<file path="config.mk">
export PLATFORM = sky130hd
export DESIGN_NAME = slt_transmitter
export DESIGN_NICKNAME = d
export VERILOG_FILES = /design/src/slt_transmitter.v
export VERILOG_INCLUDE_DIRS = /design/src
export SDC_FILE = /design/constraint.sdc
export NUM_CORES = 1
export LEC_CHECK = 0
export ABC_CLOCK_PERIOD_IN_PS = 15950
export BUFFER_PORTS_ARGS = -buffer_cell sky130_fd_sc_hd__buf_2
export CORE_MARGIN = 2
export CORE_UTILIZATION = 50
export CTS_BUF_LIST = sky130_fd_sc_hd__clkbuf_8
export DETAILED_ROUTE_END_ITERATION = 16
export GPL_TIMING_DRIVEN = 0
export PLACE_DENSITY = 0.72
export SLEW_MARGIN = 10
export SYNTH_ARGS = -nofsm -noshare
export SYNTH_HDL_FRONTEND = slang
export SYNTH_SLANG_ARGS = --single-unit
</file>
<file path="constraint.sdc">
create_clock -name pclk -period 15.95 [get_ports pclk]
set_input_delay 3.9875 -clock pclk [delete_from_list [all_inputs] [get_ports pclk]]
set_output_delay 3.9875 -clock pclk [all_outputs]
set_load 0.01 [all_outputs]
</file>
<file path="src/slt_regs.vh">
// Register offsets, field positions, reset values and counts of the link transmitter.
`ifndef SLT_REGS_VH
`define SLT_REGS_VH

`define SLT_CTRL_OFF      12'h000
`define SLT_STATUS_OFF    12'h004
`define SLT_PADCNT_OFF    12'h008

`define SLT_CTRL_BYPASS   0
`define SLT_CTRL_RST      32'h00000000

`define SLT_ST_RD         0
`define SLT_ST_PAD        1
`define SLT_ST_FOFF       2
`define SLT_ST_BYPASS     3

`define SLT_BITS_PER_CHAR 4'hA
`define SLT_RP_LOW_CYC    4'h6
`define SLT_K28_CODE      5'h1C

`endif

</file>
<file path="src/slt_transmitter.v">
// Serial link transmitter: byte capture, 8B/10B encoder, pad insertion, serialiser, APB.
//
// The placing of the registers and the APB register port are this design's own decisions.
`timescale 1ns/100ps
`include "slt_regs.vh"

// Contract
// - capture only when a load enable low
// - read pulse low 60%, per byte, first enable
// - ten serial bits per write clock period
// - capture to line about twenty-one bits
// - data flag low encodes data characters
// - data flag high encodes special characters
// - special C0.7 sends a violation symbol
// - violation request replaces character with violation
// - bypass takes ten raw bits unencoded
// - next edge loads shifter, bit a first
// - no enable at edge sends K28.5 pad
// - bypass first pad disparity may be wrong
// - three pairs carry identical stream
// - force-off parks pairs A and B low
// - pair C ignores force-off
module slt_transmitter (
  input  wire        pclk,
  input  wire        presetn,
  input  wire        psel,
  input  wire        penable,
  input  wire        pwrite,
  input  wire [11:0] paddr,
  input  wire [31:0] pwdata,
  output reg  [31:0] prdata,
  output wire        pready,
  output reg         pslverr,
  input  wire        write_clock,
  input  wire        load_strobe_first_n,
  input  wire        load_gate_next_n,
  input  wire        char_kind_flag,
  input  wire        violation_send,
  input  wire [7:0]  byte_in,
  input  wire        optical_force_off,
  output reg         read_pulse_out,
  output reg         line_pair_a_p,
  output reg         line_pair_a_n,
  output reg         line_pair_b_p,
  output reg         line_pair_b_n,
  output reg         monitor_pair_c_p,
  output reg         monitor_pair_c_n
);

  // ---------------------------------------------------------------
  // Encoding functions
  // ---------------------------------------------------------------
  function [2:0] ones6;
    input [5:0] v;
    ones6 = {2'h0, v[0]} + {2'h0, v[1]} + {2'h0, v[2]} + {2'h0, v[3]}
          + {2'h0, v[4]} + {2'h0, v[5]};
  endfunction

  // Six-bit group abcdei for negative running disparity, a in the top bit.
  function [5:0] tbl6;
    input [4:0] x;
    case (x)
      5'h00: tbl6 = 6'h27;
      5'h01: tbl6 = 6'h1D;
      5'h02: tbl6 = 6'h2D;
      5'h03: tbl6 = 6'h31;
      5'h04: tbl6 = 6'h35;
      5'h05: tbl6 = 6'h29;
      5'h06: tbl6 = 6'h19;
      5'h07: tbl6 = 6'h38;
      5'h08: tbl6 = 6'h39;
      5'h09: tbl6 = 6'h25;
      5'h0A: tbl6 = 6'h15;
      5'h0B: tbl6 = 6'h34;
      5'h0C: tbl6 = 6'h0D;
      5'h0D: tbl6 = 6'h2C;
      5'h0E: tbl6 = 6'h1C;
      5'h0F: tbl6 = 6'h17;
      5'h10: tbl6 = 6'h1B;
      5'h11: tbl6 = 6'h23;
      5'h12: tbl6 = 6'h13;
      5'h13: tbl6 = 6'h32;
      5'h14: tbl6 = 6'h0B;
      5'h15: tbl6 = 6'h2A;
      5'h16: tbl6 = 6'h1A;
      5'h17: tbl6 = 6'h3A;
      5'h18: tbl6 = 6'h33;
      5'h19: tbl6 = 6'h26;
      5'h1A: tbl6 = 6'h16;
      5'h1B: tbl6 = 6'h36;
      5'h1C: tbl6 = 6'h0E;
      5'h1D: tbl6 = 6'h2E;
      5'h1E: tbl6 = 6'h1E;
      default: tbl6 = 6'h2B;
    endcase
  endfunction

  // Four-bit group fghj for negative running disparity.
  function [3:0] tbl4;
    input [2:0] y;
    case (y)
      3'h0: tbl4 = 4'hB;
      3'h1: tbl4 = 4'h9;
      3'h2: tbl4 = 4'h5;
      3'h3: tbl4 = 4'hC;
      3'h4: tbl4 = 4'hD;
      3'h5: tbl4 = 4'hA;
      3'h6: tbl4 = 4'h6;
      default: tbl4 = 4'hE;
    endcase
  endfunction

  // Returns {new running disparity, ten-bit code}; rd high means positive.
  function [10:0] enc10;
    input [4:0] x;
    input [2:0] y;
    input       k;
    input       rd;
    reg   [5:0] six;
    reg   [3:0] four;
    reg         rd_mid;
    reg         alt7;
    begin
      six = (k && x == `SLT_K28_CODE) ? 6'h0F : tbl6(x);
      if (rd && (ones6(six) != 3'h3 || (!k && x == 5'h07)))
        six = ~six;
      rd_mid = (ones6(six) != 3'h3) ? ~rd : rd;
      alt7 = k || (!rd_mid && (x == 5'h11 || x == 5'h12 || x == 5'h14))
               || (rd_mid && (x == 5'h0B || x == 5'h0D || x == 5'h0E));
      four = (y == 3'h7 && alt7) ? 4'h7 : tbl4(y);
      // Balanced special groups other than y = 3 take the complement of the data form at negative disparity.
      if ((ones6({2'h0, four}) != 3'h2 || y == 3'h3) ? rd_mid : (k && !rd_mid))
        four = ~four;
      enc10 = {(ones6({2'h0, four}) != 3'h2) ? ~rd_mid : rd_mid, six, four};
    end
  endfunction

  // ---------------------------------------------------------------
  // Pin synchronisers
  // ---------------------------------------------------------------
  reg  [14:0] pin_meta;
  reg  [14:0] pin_sync;
  reg         wclk_prev;
  wire        wclk_s  = pin_sync[0];
  wire        ena_n_s = pin_sync[1];
  wire        enn_n_s = pin_sync[2];
  wire        kflag_s = pin_sync[3];
  wire        svs_s   = pin_sync[4];
  wire        foff_s  = pin_sync[5];
  wire [7:0]  byte_s  = pin_sync[13:6];
  wire        wclk_rise = wclk_s & ~wclk_prev;

  always @(posedge pclk or negedge presetn) begin
    if (!presetn) begin
      pin_meta  <= 15'h0007;
      pin_sync  <= 15'h0007;
      wclk_prev <= 1'b1;
    end else begin
      pin_meta  <= {1'b0, byte_in, optical_force_off, violation_send, char_kind_flag,
                    load_gate_next_n, load_strobe_first_n, write_clock};
      pin_sync  <= pin_meta;
      wclk_prev <= wclk_s;
    end
  end

  // ---------------------------------------------------------------
  // Control registers over APB
  // ---------------------------------------------------------------
  reg  [31:0] ctrl;
  reg  [15:0] pad_count;
  reg         run_disp;
  reg         pad_active;
  wire        bypass = ctrl[`SLT_CTRL_BYPASS];
  wire        acc    = psel & penable;
  wire        hit    = (paddr == `SLT_CTRL_OFF) || (paddr == `SLT_STATUS_OFF)
                       || (paddr == `SLT_PADCNT_OFF);

  // Every access completes in its first access cycle.
  assign pready = 1'b1;

  always @(posedge pclk or negedge presetn) begin
    if (!presetn) begin
      ctrl    <= `SLT_CTRL_RST;
      prdata  <= 32'h00000000;
      pslverr <= 1'b0;
    end else begin
      pslverr <= psel & ~penable & ~hit;
      if (acc && pwrite && paddr == `SLT_CTRL_OFF)
        ctrl <= {31'h00000000, pwdata[`SLT_CTRL_BYPASS]};
      if (psel && !penable && !pwrite) begin
        case (paddr)
          `SLT_CTRL_OFF:   prdata <= ctrl;
          `SLT_STATUS_OFF: prdata <= {28'h0000000, bypass, foff_s, pad_active, run_disp};
          `SLT_PADCNT_OFF: prdata <= {16'h0000, pad_count};
          default:         prdata <= 32'h00000000;
        endcase
      end
    end
  end

  // ---------------------------------------------------------------
  // Input register, encoder and shifter
  // ---------------------------------------------------------------
  reg  [9:0]  in_raw;
  reg  [7:0]  in_byte;
  reg         in_k;
  reg         in_viol;
  reg         in_pad;
  reg         in_bypass;
  reg  [9:0]  shifter;
  reg  [3:0]  phase;
  reg  [10:0] next_code;
  wire        load_en = ~ena_n_s | ~enn_n_s;

  always @* begin
    next_code = {run_disp, 10'h000};
    if (in_pad) begin
      next_code = enc10(`SLT_K28_CODE, 3'h5, 1'b1, run_disp);
    end else if (in_bypass) begin
      next_code = {run_disp, in_raw};
    end else if (in_viol || (in_k && in_byte == 8'hE0)) begin
      // violation symbol; balanced, so disparity is unchanged.
      next_code = {run_disp, run_disp ? 10'h187 : 10'h278};
    end else if (!in_k) begin
      next_code = enc10(in_byte[4:0], in_byte[7:5], 1'b0, run_disp);
    end else if (in_byte[7:5] == 3'h0) begin
      next_code = enc10(`SLT_K28_CODE, in_byte[2:0], 1'b1, run_disp);
    end else if (in_byte[7:5] == 3'h1 && (in_byte[4:0] == 5'h17 || in_byte[4:0] == 5'h1B
             || in_byte[4:0] == 5'h1D || in_byte[4:0] == 5'h1E)) begin
      next_code = enc10(in_byte[4:0], 3'h7, 1'b1, run_disp);
    end else begin
      // Undefined special codes go out as violations rather than as silent data.
      next_code = {run_disp, run_disp ? 10'h187 : 10'h278};
    end
  end

  always @(posedge pclk or negedge presetn) begin
    if (!presetn) begin
      in_raw     <= 10'h000;
      in_byte    <= 8'h00;
      in_k       <= 1'b0;
      in_viol    <= 1'b0;
      in_pad     <= 1'b1;
      in_bypass  <= 1'b0;
      shifter    <= 10'h000;
      phase      <= 4'h0;
      run_disp   <= 1'b0;
      pad_active <= 1'b0;
      pad_count  <= 16'h0000;
    end else if (wclk_rise) begin
      shifter    <= next_code[9:0];
      if (!in_bypass || in_pad)
        run_disp <= next_code[10];
      pad_active <= in_pad;
      if (in_pad)
        pad_count <= pad_count + 16'h0001;
      phase      <= 4'h0;
      in_pad     <= ~load_en;
      in_bypass  <= bypass;
      if (load_en) begin
        in_raw  <= {kflag_s, byte_s, svs_s};
        in_byte <= byte_s;
        in_k    <= kflag_s;
        in_viol <= svs_s;
      end
    end else begin
      // one bit per clock, a first
      shifter <= {shifter[8:0], 1'b0};
      if (phase != `SLT_BITS_PER_CHAR)
        phase <= phase + 4'h1;
    end
  end

  // ---------------------------------------------------------------
  // Read pulse and line drivers
  // ---------------------------------------------------------------
  // The pulse is timed from the local byte phase, so its low part is six of
  // every ten bit clocks only while the write clock runs at a tenth of pclk.
  // The enable is judged once per write clock edge, so an enable that moves
  // in mid-byte cannot cut or start a pulse part way through.
  reg         rp_arm;

  always @(posedge pclk or negedge presetn) begin
    if (!presetn) begin
      rp_arm           <= 1'b0;
      read_pulse_out   <= 1'b1;
      line_pair_a_p    <= 1'b0;
      line_pair_a_n    <= 1'b1;
      line_pair_b_p    <= 1'b0;
      line_pair_b_n    <= 1'b1;
      monitor_pair_c_p <= 1'b0;
      monitor_pair_c_n <= 1'b1;
    end else begin
      if (wclk_rise)
        rp_arm <= ~ena_n_s;
      read_pulse_out   <= ~((wclk_rise & ~ena_n_s)
                            | (~wclk_rise & rp_arm & (phase < `SLT_RP_LOW_CYC - 4'h1)));
      // shared stream, A and B parked
      line_pair_a_p    <= ~foff_s & shifter[9];
      line_pair_a_n    <= foff_s | ~shifter[9];
      line_pair_b_p    <= ~foff_s & shifter[9];
      line_pair_b_n    <= foff_s | ~shifter[9];
      monitor_pair_c_p <= shifter[9];
      monitor_pair_c_n <= ~shifter[9];
    end
  end

endmodule // slt_transmitter

</file>
==> flow_summary.json, run 1 <==
{
  "seq_area_frac_synth": 0.407,
  "final_max_slew_viol_count": 0,
  "outcome": "completed",
  "drv_cap": 0,
  "wl_um": 13600,
  "wl_per_cell_um": 15.9,
  "drc": 0,
  "grt_pass1_vias": 4612,
  "port_buffers": 55,
  "via_per_inst": 5.53,
  "power_frac_seq": 0.216,
  "synth_enable_flop_cells": 0,
  "drt_iter0_markers": 320,
  "syn-cell-area_um2": 6000,
  "fmax_mhz": 90.1,
  "combPwrFrac": 0.666,
  "fp.dieH_um": 114,
  "start_kind": "flip-flop",
  "crit_top_cell": "ha_1",
  "synthTopCellsByCount": "dfrtp_1 (86), nand2_1 (70), nor2_1 (37), inv_1 (30)",
  "slowest_delay_ps": 550,
  "post-route-cell-area_um2": 6750,
  "fin_nets": 806,
  "grt_first_pass_wirelength_um": 22600,
  "p_int_uw": 756,
  "finClkSkew_ps": 16.9,
  "max_slew_margin": 0.549,
  "synth_area_leaders": "dfrtp_1 (36%), ha_1 (6.0%), dfstp_2 (4.8%)",
  "synth.most_common_cell": "dfrtp_1",
  "post-dp-hpwl_um": 10300,
  "min_period_ps": 11100,
  "die_area_um2": 12900,
  "post_cts_buffers": 0,
  "ys_types": 81,
  "postPlaceCellArea_um2": 6550,
  "cts_buffers": 9,
  "irDropWorstVdd_mv": 0.128,
  "cp.arrival_ps": 11430,
  "synth-seq-cells": 97,
  "clk_pin_slew_worst_paths_ps": 110,
  "syn_area_per_cell_um2": 9.66,
  "io_pins": 104,
  "cts-root-buf": "clkbuf_8",
  "finalCoreUtilization": 0.569,
  "dr.pass1.iters": 7,
  "hold_viol_final": 0,
  "cts_tree": "yes",
  "vias": 4726,
  "worst_pin_slew_ps": 671,
  "antenna_found_initial": 0,
  "crit_slowest_cell": "fa_1",
  "ys.flop_type": "dfrtp_1",
  "place.gp.congestion": 0.923,
  "cts_max_level": 3,
  "clockBufferDepth": 2,
  "placement_rows": 40,
  "postSynth.asyncResetShare": 1.00,
  "fin_tns_setup_ps": 0,
  "p_per_area_nw_per_um2": 215,
  "p_sw_frac": 0.480,
  "overflow": 0,
  "synth_top_area_share": 0.359,
  "synth_cells": 621,
  "power_switching_uw": 698,
  "start_util": 0.506,
  "setup_viol": 0,
  "rsz0062_at_grt": "no",
  "leakage_uw": 0.00318,
  "cts_resized": 0,
  "hold_class": "flip-flop to flip-flop",
  "p_clk_frac": 0.118,
  "grt_max_degree": 58,
  "post-route-period-util": 0.696,
  "worstSetupPathType": "flip-flop to flip-flop",
  "diodes": 0,
  "crit_required_ps": 16270,
  "cts_sinks": 97,
  "cp-end-kind": "flip-flop",
  "final_antenna_net_count": 0,
  "chipWidth_um": 114,
  "grt.total_usage": 0.220,
  "holdBufCountCts": 0,
  "insertion_delay_ps": 370,
  "crit_fanout": 10,
  "layout-drive-gt1-share": 0.208,
  "yosysWarnings": 0,
  "core-area_um2": 11900,
  "synth_area_leader_cell": "dfrtp_1",
  "area_growth_syn_to_layout_pct": 12.6
}
## through the flow
step | setup WS, ps | std cells | hold WS [ps] | total power [uW]
2_1_floorplan | 6210 | 636 | 331 | 1040
3_3_place_gp | 5110 | 838 | 332 | 1230
3_5_place_dp | 4910 | 839 | 337 | 1290
4_1_cts | 4860 | 855 | 355 | 1460
5_1_grt | 4010 | 855 | 360 | 1610
6_report | 4850 | 855 | 351 | 1450
## path summary, 6_finish.rpt
check	startpoint	cells after the start	end	slack, ps
max in group asynchronous	presetn	2	monitor_pair_c_n	11650
min in group asynchronous	presetn	1	pin_meta[8]	3570
max reg2reg	in_raw[2]	41	run_disp	4850
min	pin_meta[7]	0	pin_sync[7]	350
min reg2reg	pin_meta[7]	0	pin_sync[7]	350
max	in_raw[2]	41	run_disp	4850
## placed cells by master, fill, tap and decap left out, drive strengths merged, types with 7 or more instances in the layout
cell    count
nand2b     11
buf        87
a21oi      27
nand3      29
clkbuf     30
nor2       37
conb       17
a21o        7
nor3b       9
o21ai      30
fa         11
dfstp      11
inv        34
nor3       10
mux2       18
xor2       13
dfrtp      86
ha         29
xnor2      23
nand2      70
nor2b      13
## per-layer routing
metal  vias to the layer above  part of all wire  GRT usage
met1                      2315              0.46      0.316
li1                       2274                 -          -
met2                       122              0.47      0.348
met3                        15             0.048     0.0329
met4                         0             0.017     0.0659
met5                         -                 0          0
## state kept, by name (all words and copies together) (netlist names)
register / flops
pad_count: 16
prdata: 16
pin_meta: 14
pin_sync: 14
in_raw: 10
shifter: 10
phase: 4
ctrl: 1
in_bypass: 1
in_pad: 1
line_pair_b_n: 1
line_pair_b_p: 1
monitor_pair_c_n: 1
monitor_pair_c_p: 1
pad_active: 1
pslverr: 1
read_pulse_out: 1
rp_arm: 1
run_disp: 1
wclk_prev: 1
## final cells by class
type	instances	area (um^2)
Multi-Input combinational cell	456	3200
Buffer	52	300
Tap cell	147	184
Timing Repair Buffer	56	305
Inverter	31	116
Clock inverter	7	83.8
Sequential cell	97	2440
Fill cell	1055	5110
Clock buffer	9	124
## power groups by stage
stage,registers [uW],clock network (uW),logic (uW)
2_1_floorplan,313,0,722
3_3_place_gp,317,0,912
3_5_place_dp,319,0,967
4_1_cts,314,175,972
5_1_grt,320,184,1110
6_report,315,171,969
## critical path, delay by kind of cell, from the launching register on
family	cells	cell delay, ps
mux	2	560
simple gates	5	1240
fa+ha+maj	15	5110
compound gates	7	1560
flops	1	520
buf+inv	9	1290
xor+xnor	3	750
## cells by family (layout without fill, tap and decap cells)
| group | after synthesis | after routing | synth area share |
|---|---|---|---|
| AOI/OAI and AO/OA | 119 | 119 | 0.135 |
| xor gates and xnor gates | 37 | 37 | 0.0575 |
| adders and majority gates | 41 | 41 | 0.0988 |
| buffers and inverters | 83 | 155 | 0.0694 |
| DFF | 97 | 97 | 0.407 |
| muxes | 24 | 24 | 0.0465 |
| other | 2 | 17 | 0.00125 |
| and+or+nand+nor | 218 | 218 | 0.185 |
Note: power is estimated with default switching activity, not from simulation.
==> run 2: changes to the inputs <==
--- a/config.mk
+++ b/config.mk
@@ -6,14 +6,14 @@
 export SDC_FILE = /design/constraint.sdc
 export NUM_CORES = 1
 export LEC_CHECK = 0
-export ABC_CLOCK_PERIOD_IN_PS = 15950
+export ABC_CLOCK_PERIOD_IN_PS = 9600
 export BUFFER_PORTS_ARGS = -buffer_cell sky130_fd_sc_hd__buf_2
 export CORE_MARGIN = 2
 export CORE_UTILIZATION = 50
 export CTS_BUF_LIST = sky130_fd_sc_hd__clkbuf_8
 export DETAILED_ROUTE_END_ITERATION = 16
 export GPL_TIMING_DRIVEN = 0
-export PLACE_DENSITY = 0.72
+export PLACE_DENSITY = 0.75
 export SLEW_MARGIN = 10
 export SYNTH_ARGS = -nofsm -noshare
 export SYNTH_HDL_FRONTEND = slang
==> constraint.sdc (replaced) <==
create_clock -name pclk -period 9.6 [get_ports pclk]
set_input_delay 2.4 -clock pclk [delete_from_list [all_inputs] [get_ports pclk]]
set_output_delay 2.4 -clock pclk [all_outputs]
set_load 0.01 [all_outputs]
==> run 2 against run 1 <==
- cell count increased by 2.6%
- wire length is 4.6% higher
- critical endpoint unchanged
- hold slack gained 3.6 ps
==> flow_summary.json, run 2 (synthesis gave the netlist of run 1 again) <==
{
  "outcome": "completed",
  "dp.cells": 839,
  "start_kind": "flip-flop",
  "post-route-period-util": 0.999,
  "min_period_ps": 9590,
  "diodes": 0,
  "fmax_mhz": 104,
  "p_per_area_nw_per_um2": 421,
  "combPwrFrac": 0.743,
  "cp_num_buf_inv": 8,
  "insertion_delay_ps": 370,
  "power_switching_uw": 1400,
  "die_area_um2": 12900,
  "fp.dieH_um": 114,
  "post-route-cell-area_um2": 7150,
  "crit_top_cell": "fa_1",
  "cp.arrival_ps": 9900,
  "layout-drive-gt1-share": 0.282,
  "pre_cts_ws_ps": -1230,
  "worst_slack_ps": 5.43,
  "antenna_found_initial": 0,
  "leakage_uw": 0.00331,
  "vias": 4888,
  "fin_cells": 877,
  "area_growth_syn_to_layout_pct": 19.2,
  "final_common_cell": "dfrtp_1",
  "cts_tree": "yes",
  "post-dp-hpwl_um": 10300,
  "p_sw_frac": 0.464,
  "port_buffers": 55,
  "io_pins": 104,
  "grt.total_usage": 0.222,
  "clockBufferDepth": 2,
  "worstSetupPathType": "flip-flop to flip-flop",
  "power_frac_seq": 0.173,
  "p_total_uw": 3010,
  "crit_fanout": 4,
  "holdWs_ps": 354,
  "cts-root-buf": "clkbuf_8",
  "crit_required_ps": 9910,
  "irDropWorstVdd_mv": 0.294,
  "crit_slowest_cell": "fa_1",
  "cp-end-kind": "flip-flop",
  "reg.largest.list": "pad_count: 16 flops, prdata: 16 flops",
  "slowest_delay_ps": 540,
  "setup_viol": 0,
  "drc": 0,
  "grt_pass1_vias": 4606,
  "final_max_slew_viol_count": 0,
  "place.gp.congestion": 0.945,
  "postPlaceCellArea_um2": 6550,
  "grt_max_degree": 54,
  "holdBufCountCts": 0,
  "hold_class": "flip-flop to flip-flop",
  "final_antenna_net_count": 0,
  "finClkSkew_ps": 13.1,
  "drt_iter0_markers": 375,
  "max_slew_margin": 0.524,
  "worst_pin_slew_ps": 712,
  "drv_cap": 0,
  "final_cell_mix": "dfrtp_1 (84), nand2_1 (68), buf_2 (59)",
  "p_int_uw": 1620,
  "p_clk_frac": 0.083,
  "hold_viol_final": 0,
  "dr.pass1.iters": 7,
  "placement_rows": 40,
  "cts_sinks": 97,
  "path_delay_family": "adder cells",
  "rsz0062_at_grt": "yes",
  "clk_pin_slew_worst_paths_ps": 100,
  "grt_first_pass_wirelength_um": 22700,
  "cts_max_level": 3,
  "wl_per_cell_um": 16.2,
  "wl_um": 14200,
  "cts_buffers": 9,
  "start_util": 0.506,
  "via_per_inst": 5.57,
  "chipWidth_um": 114,
  "overflow": 0,
  "core-area_um2": 11900,
  "fin_nets": 828
}
## run 2: changes by cell type in the layout (fill, tap and decap cells not counted), sizes merged
| cell | change |
|---|---|
| buf | +23 |
| inv | -3 |
| clkinvlp | +1 |
| bufinv | -1 |
| clkbuf | -1 |
| clkinv | +3 |
## run 2: cell type report
cell class / instances / area [um^2]
Clock inverter: 7 / 66.3
Buffer: 51 / 303
Fill cell: 1016 / 4710
Tap cell: 147 / 184
Inverter: 31 / 121
Multi-Input combinational cell: 456 / 3420
Sequential cell: 97 / 2440
Clock buffer: 9 / 124
Timing Repair Buffer: 79 / 493
## run 2: repair_timing
action / in CTS / in global routing
resized for setup: 18 / 37
endpoints found under the setup margin: 5 / 1
pin swaps: 6 / 24
cloned: 0 / 0
buffers inserted: 12 / 11
## run 2: through the flow
| stage | setup TNS, ps | util |
|---|---|---|
| floorplan | 0 | - |
| global placement | -1260 | 0.550 |
| detailed placement | -1960 | 0.552 |
| CTS | 0 | 0.581 |
| global route | -223 | 0.603 |
| finish | 0 | 0.603 |
## run 2: path summary, 6_finish.rpt
kind,from,endpoint,slack [ps],depth (start not counted)
min reg2reg,pin_meta[12],pin_sync[12],350,0
min in group asynchronous,presetn,pin_meta[8],2020,1
max in group asynchronous,presetn,in_pad,6840,2
max,in_raw[2],run_disp,5,42
min,pin_meta[12],pin_sync[12],350,0
max reg2reg,in_raw[2],run_disp,5,42
## run 2: metal layers
layer  track usage  wire, um
met1         0.306      6290
met2         0.362      6910
met3        0.0335       740
met4        0.0780       303
met5             0         0
## run 2: power by group through the flow
stage / clock network (uW) / logic (uW) / registers, uW
finish: 252 / 2240 / 522
global placement: 0 / 1510 / 527
global route: 277 / 2420 / 532
CTS: 262 / 1840 / 520
floorplan: 0 / 1200 / 521
detailed placement: 0 / 1590 / 530
==> run 3: changes to the inputs <==
==> constraint.sdc (replaced) <==
create_clock -name pclk -period 9.6 [get_ports pclk]
set_input_delay 0 -clock pclk [delete_from_list [all_inputs] [get_ports pclk]]
set_output_delay 0 -clock pclk [all_outputs]
set_load 0.01 [all_outputs]
==> run 3 against run 2 <==
- combinational power barely moved
- die area did not move
- sequential power barely moved
- global-route usage rose by 0.37 points
- critical path depth did not move
- critical path type unchanged
- clock skew barely moved
- clock-buffer cell count did not move
- core utilization rose by 1.7 points
- cell count rose by 2.3%
- largest power group unchanged
- hold slack got worse by 340 ps
- first-iteration DRC count fell by 3.5%
- register-to-register slack improved by 20 ps
==> flow_summary.json, run 3 (synthesis gave the netlist of run 1 again) <==
{
  "outcome": "completed",
  "chipWidth_um": 114,
  "max_slew_margin": 0.522,
  "postPlaceCellArea_um2": 6550,
  "slowest_delay_ps": 550,
  "start_util": 0.506,
  "min_period_ps": 9580,
  "rsz0062_at_grt": "yes",
  "fin_nets": 848,
  "io_pins": 104,
  "p_int_uw": 1620,
  "clockBufferDepth": 2,
  "drt_iter0_markers": 362,
  "hold_viol_final": 0,
  "cp-end-kind": "flip-flop",
  "power_switching_uw": 1400,
  "via_per_inst": 5.58,
  "grt_max_degree": 54,
  "irDropWorstVdd_mv": 0.298,
  "p_sw_frac": 0.464,
  "path_delay_family": "adder cells",
  "grt_first_pass_wirelength_um": 23100,
  "final_common_cell": "dfrtp_1",
  "worst_pin_slew_ps": 714,
  "grt.total_usage": 0.226,
  "final_max_slew_viol_count": 0,
  "crit_required_ps": 9910,
  "post-dp-hpwl_um": 10300,
  "final_antenna_net_count": 0,
  "leakage_uw": 0.00340,
  "reg.largest.list": "pad_count: 16 flops, prdata: 16 flops",
  "area_growth_syn_to_layout_pct": 22.5,
  "dr.pass1.iters": 5,
  "fin_tns_setup_ps": 0,
  "drc": 0,
  "worst_slack_ps": 21.5,
  "drv_cap": 0,
  "core-area_um2": 11900,
  "overflow": 0,
  "final_cell_mix": "dfrtp_1 (84), nand2_1 (68), buf_2 (59)",
  "vias": 5004,
  "die_area_um2": 12900,
  "power_frac_seq": 0.173,
  "diodes": 0,
  "wl_per_cell_um": 16.2,
  "post-route-cell-area_um2": 7350,
  "cp.arrival_ps": 9890,
  "insertion_delay_ps": 370,
  "clk_pin_slew_worst_paths_ps": 100,
  "r2r_setup_slack_ps": 20,
  "layout-drive-gt1-share": 0.275,
  "p_clk_frac": 0.084,
  "holdWs_ps": 12.9,
  "finClkSkew_ps": 13.4,
  "antenna_found_initial": 0,
  "cp_num_buf_inv": 8,
  "placement_rows": 40,
  "cts_tree": "yes",
  "start_kind": "flip-flop",
  "fp.dieH_um": 114,
  "combPwrFrac": 0.743,
  "setup_viol": 0,
  "p_per_area_nw_per_um2": 411,
  "worstSetupPathType": "flip-flop to flip-flop",
  "crit_fanout": 4,
  "pre_cts_ws_ps": -1230,
  "grt_pass1_vias": 4724,
  "fillers": 995,
  "finalCoreUtilization": 0.620,
  "wl_um": 14600,
  "cts_sinks": 97,
  "crit_top_cell": "fa_1",
  "port_buffers": 55,
  "cts-root-buf": "clkbuf_8",
  "place.gp.congestion": 0.945,
  "fmax_mhz": 104,
  "hold_class": "input port to flip-flop",
  "cts_buffers": 9,
  "post-route-period-util": 0.998,
  "cts_max_level": 3,
  "crit_slowest_cell": "fa_1"
}
==> run 3: cell count changes in the layout (fill, tap and decap cells not counted), sizes merged <==
| cell | delta |
|---|---|
| dlygate4sd3 | +20 |
==> run 3: layout make-up <==
cell class / instances / area [um^2] / area share
Buffer: 51 / 303 / 0.0412
Clock buffer: 9 / 124 / 0.0168
Inverter: 31 / 121 / 0.0165
Sequential cell: 97 / 2440 / 0.332
Tap cell: 147 / 184 / 0.0250
Clock inverter: 7 / 66.3 / 0.00902
Multi-Input combinational cell: 456 / 3420 / 0.465
Timing Repair Buffer: 99 / 693 / 0.0943
==> run 3: path summary, 6_finish.rpt <==
kind / depth (start not counted) / endpoint / startpoint
setup / recovery: 42 / run_disp / in_raw[2]
hold / removal: 3 / pslverr / paddr[3]
setup reg to reg: 42 / run_disp / in_raw[2]
hold reg to reg: 0 / pin_sync[12] / pin_meta[12]
max in group asynchronous: 3 / in_pad / presetn
min in group asynchronous: 2 / pin_meta[8] / presetn
==> run 3: tightest hold or removal path, cell delays in order <==
cell and delay [ps]:
buf_2 80, nor2_1 70, nor3_1 170
==> run 3: routing by layer <==
layer / vias up / track usage / part of all wire
met2: 180 / 0.370 / 0.49
met4: 0 / 0.0829 / 0.023
met3: 41 / 0.0345 / 0.054
met5: - / 0 / 0
li1: 2363 / - / -
met1: 2420 / 0.307 / 0.44
==> run 3: power by group through the flow <==
stage	Sequential, uW	Clock, uW	Combinational (uW)
final	523	253	2240
after global routing	532	277	2420
after CTS	520	262	1840
after detailed placement	530	0	1590
after global placement	527	0	1510
after floorplan	521	0	1200
==> run 3: metrics by stage <==
step / cells / total power (uW)
global route: 897 / 3230
global placement: 838 / 2040
CTS: 886 / 2630
finish: 897 / 3020
floorplan: 636 / 1720
detailed placement: 839 / 2120
==> run 3: what timing repair did <==
item                                   CTS  global route
pin swaps                                6            24
buffers inserted                        12            11
endpoints found under the hold margin   61             0
resized for setup                       18            37
setup endpoints to repair                5             1
hold buffers                            20             0
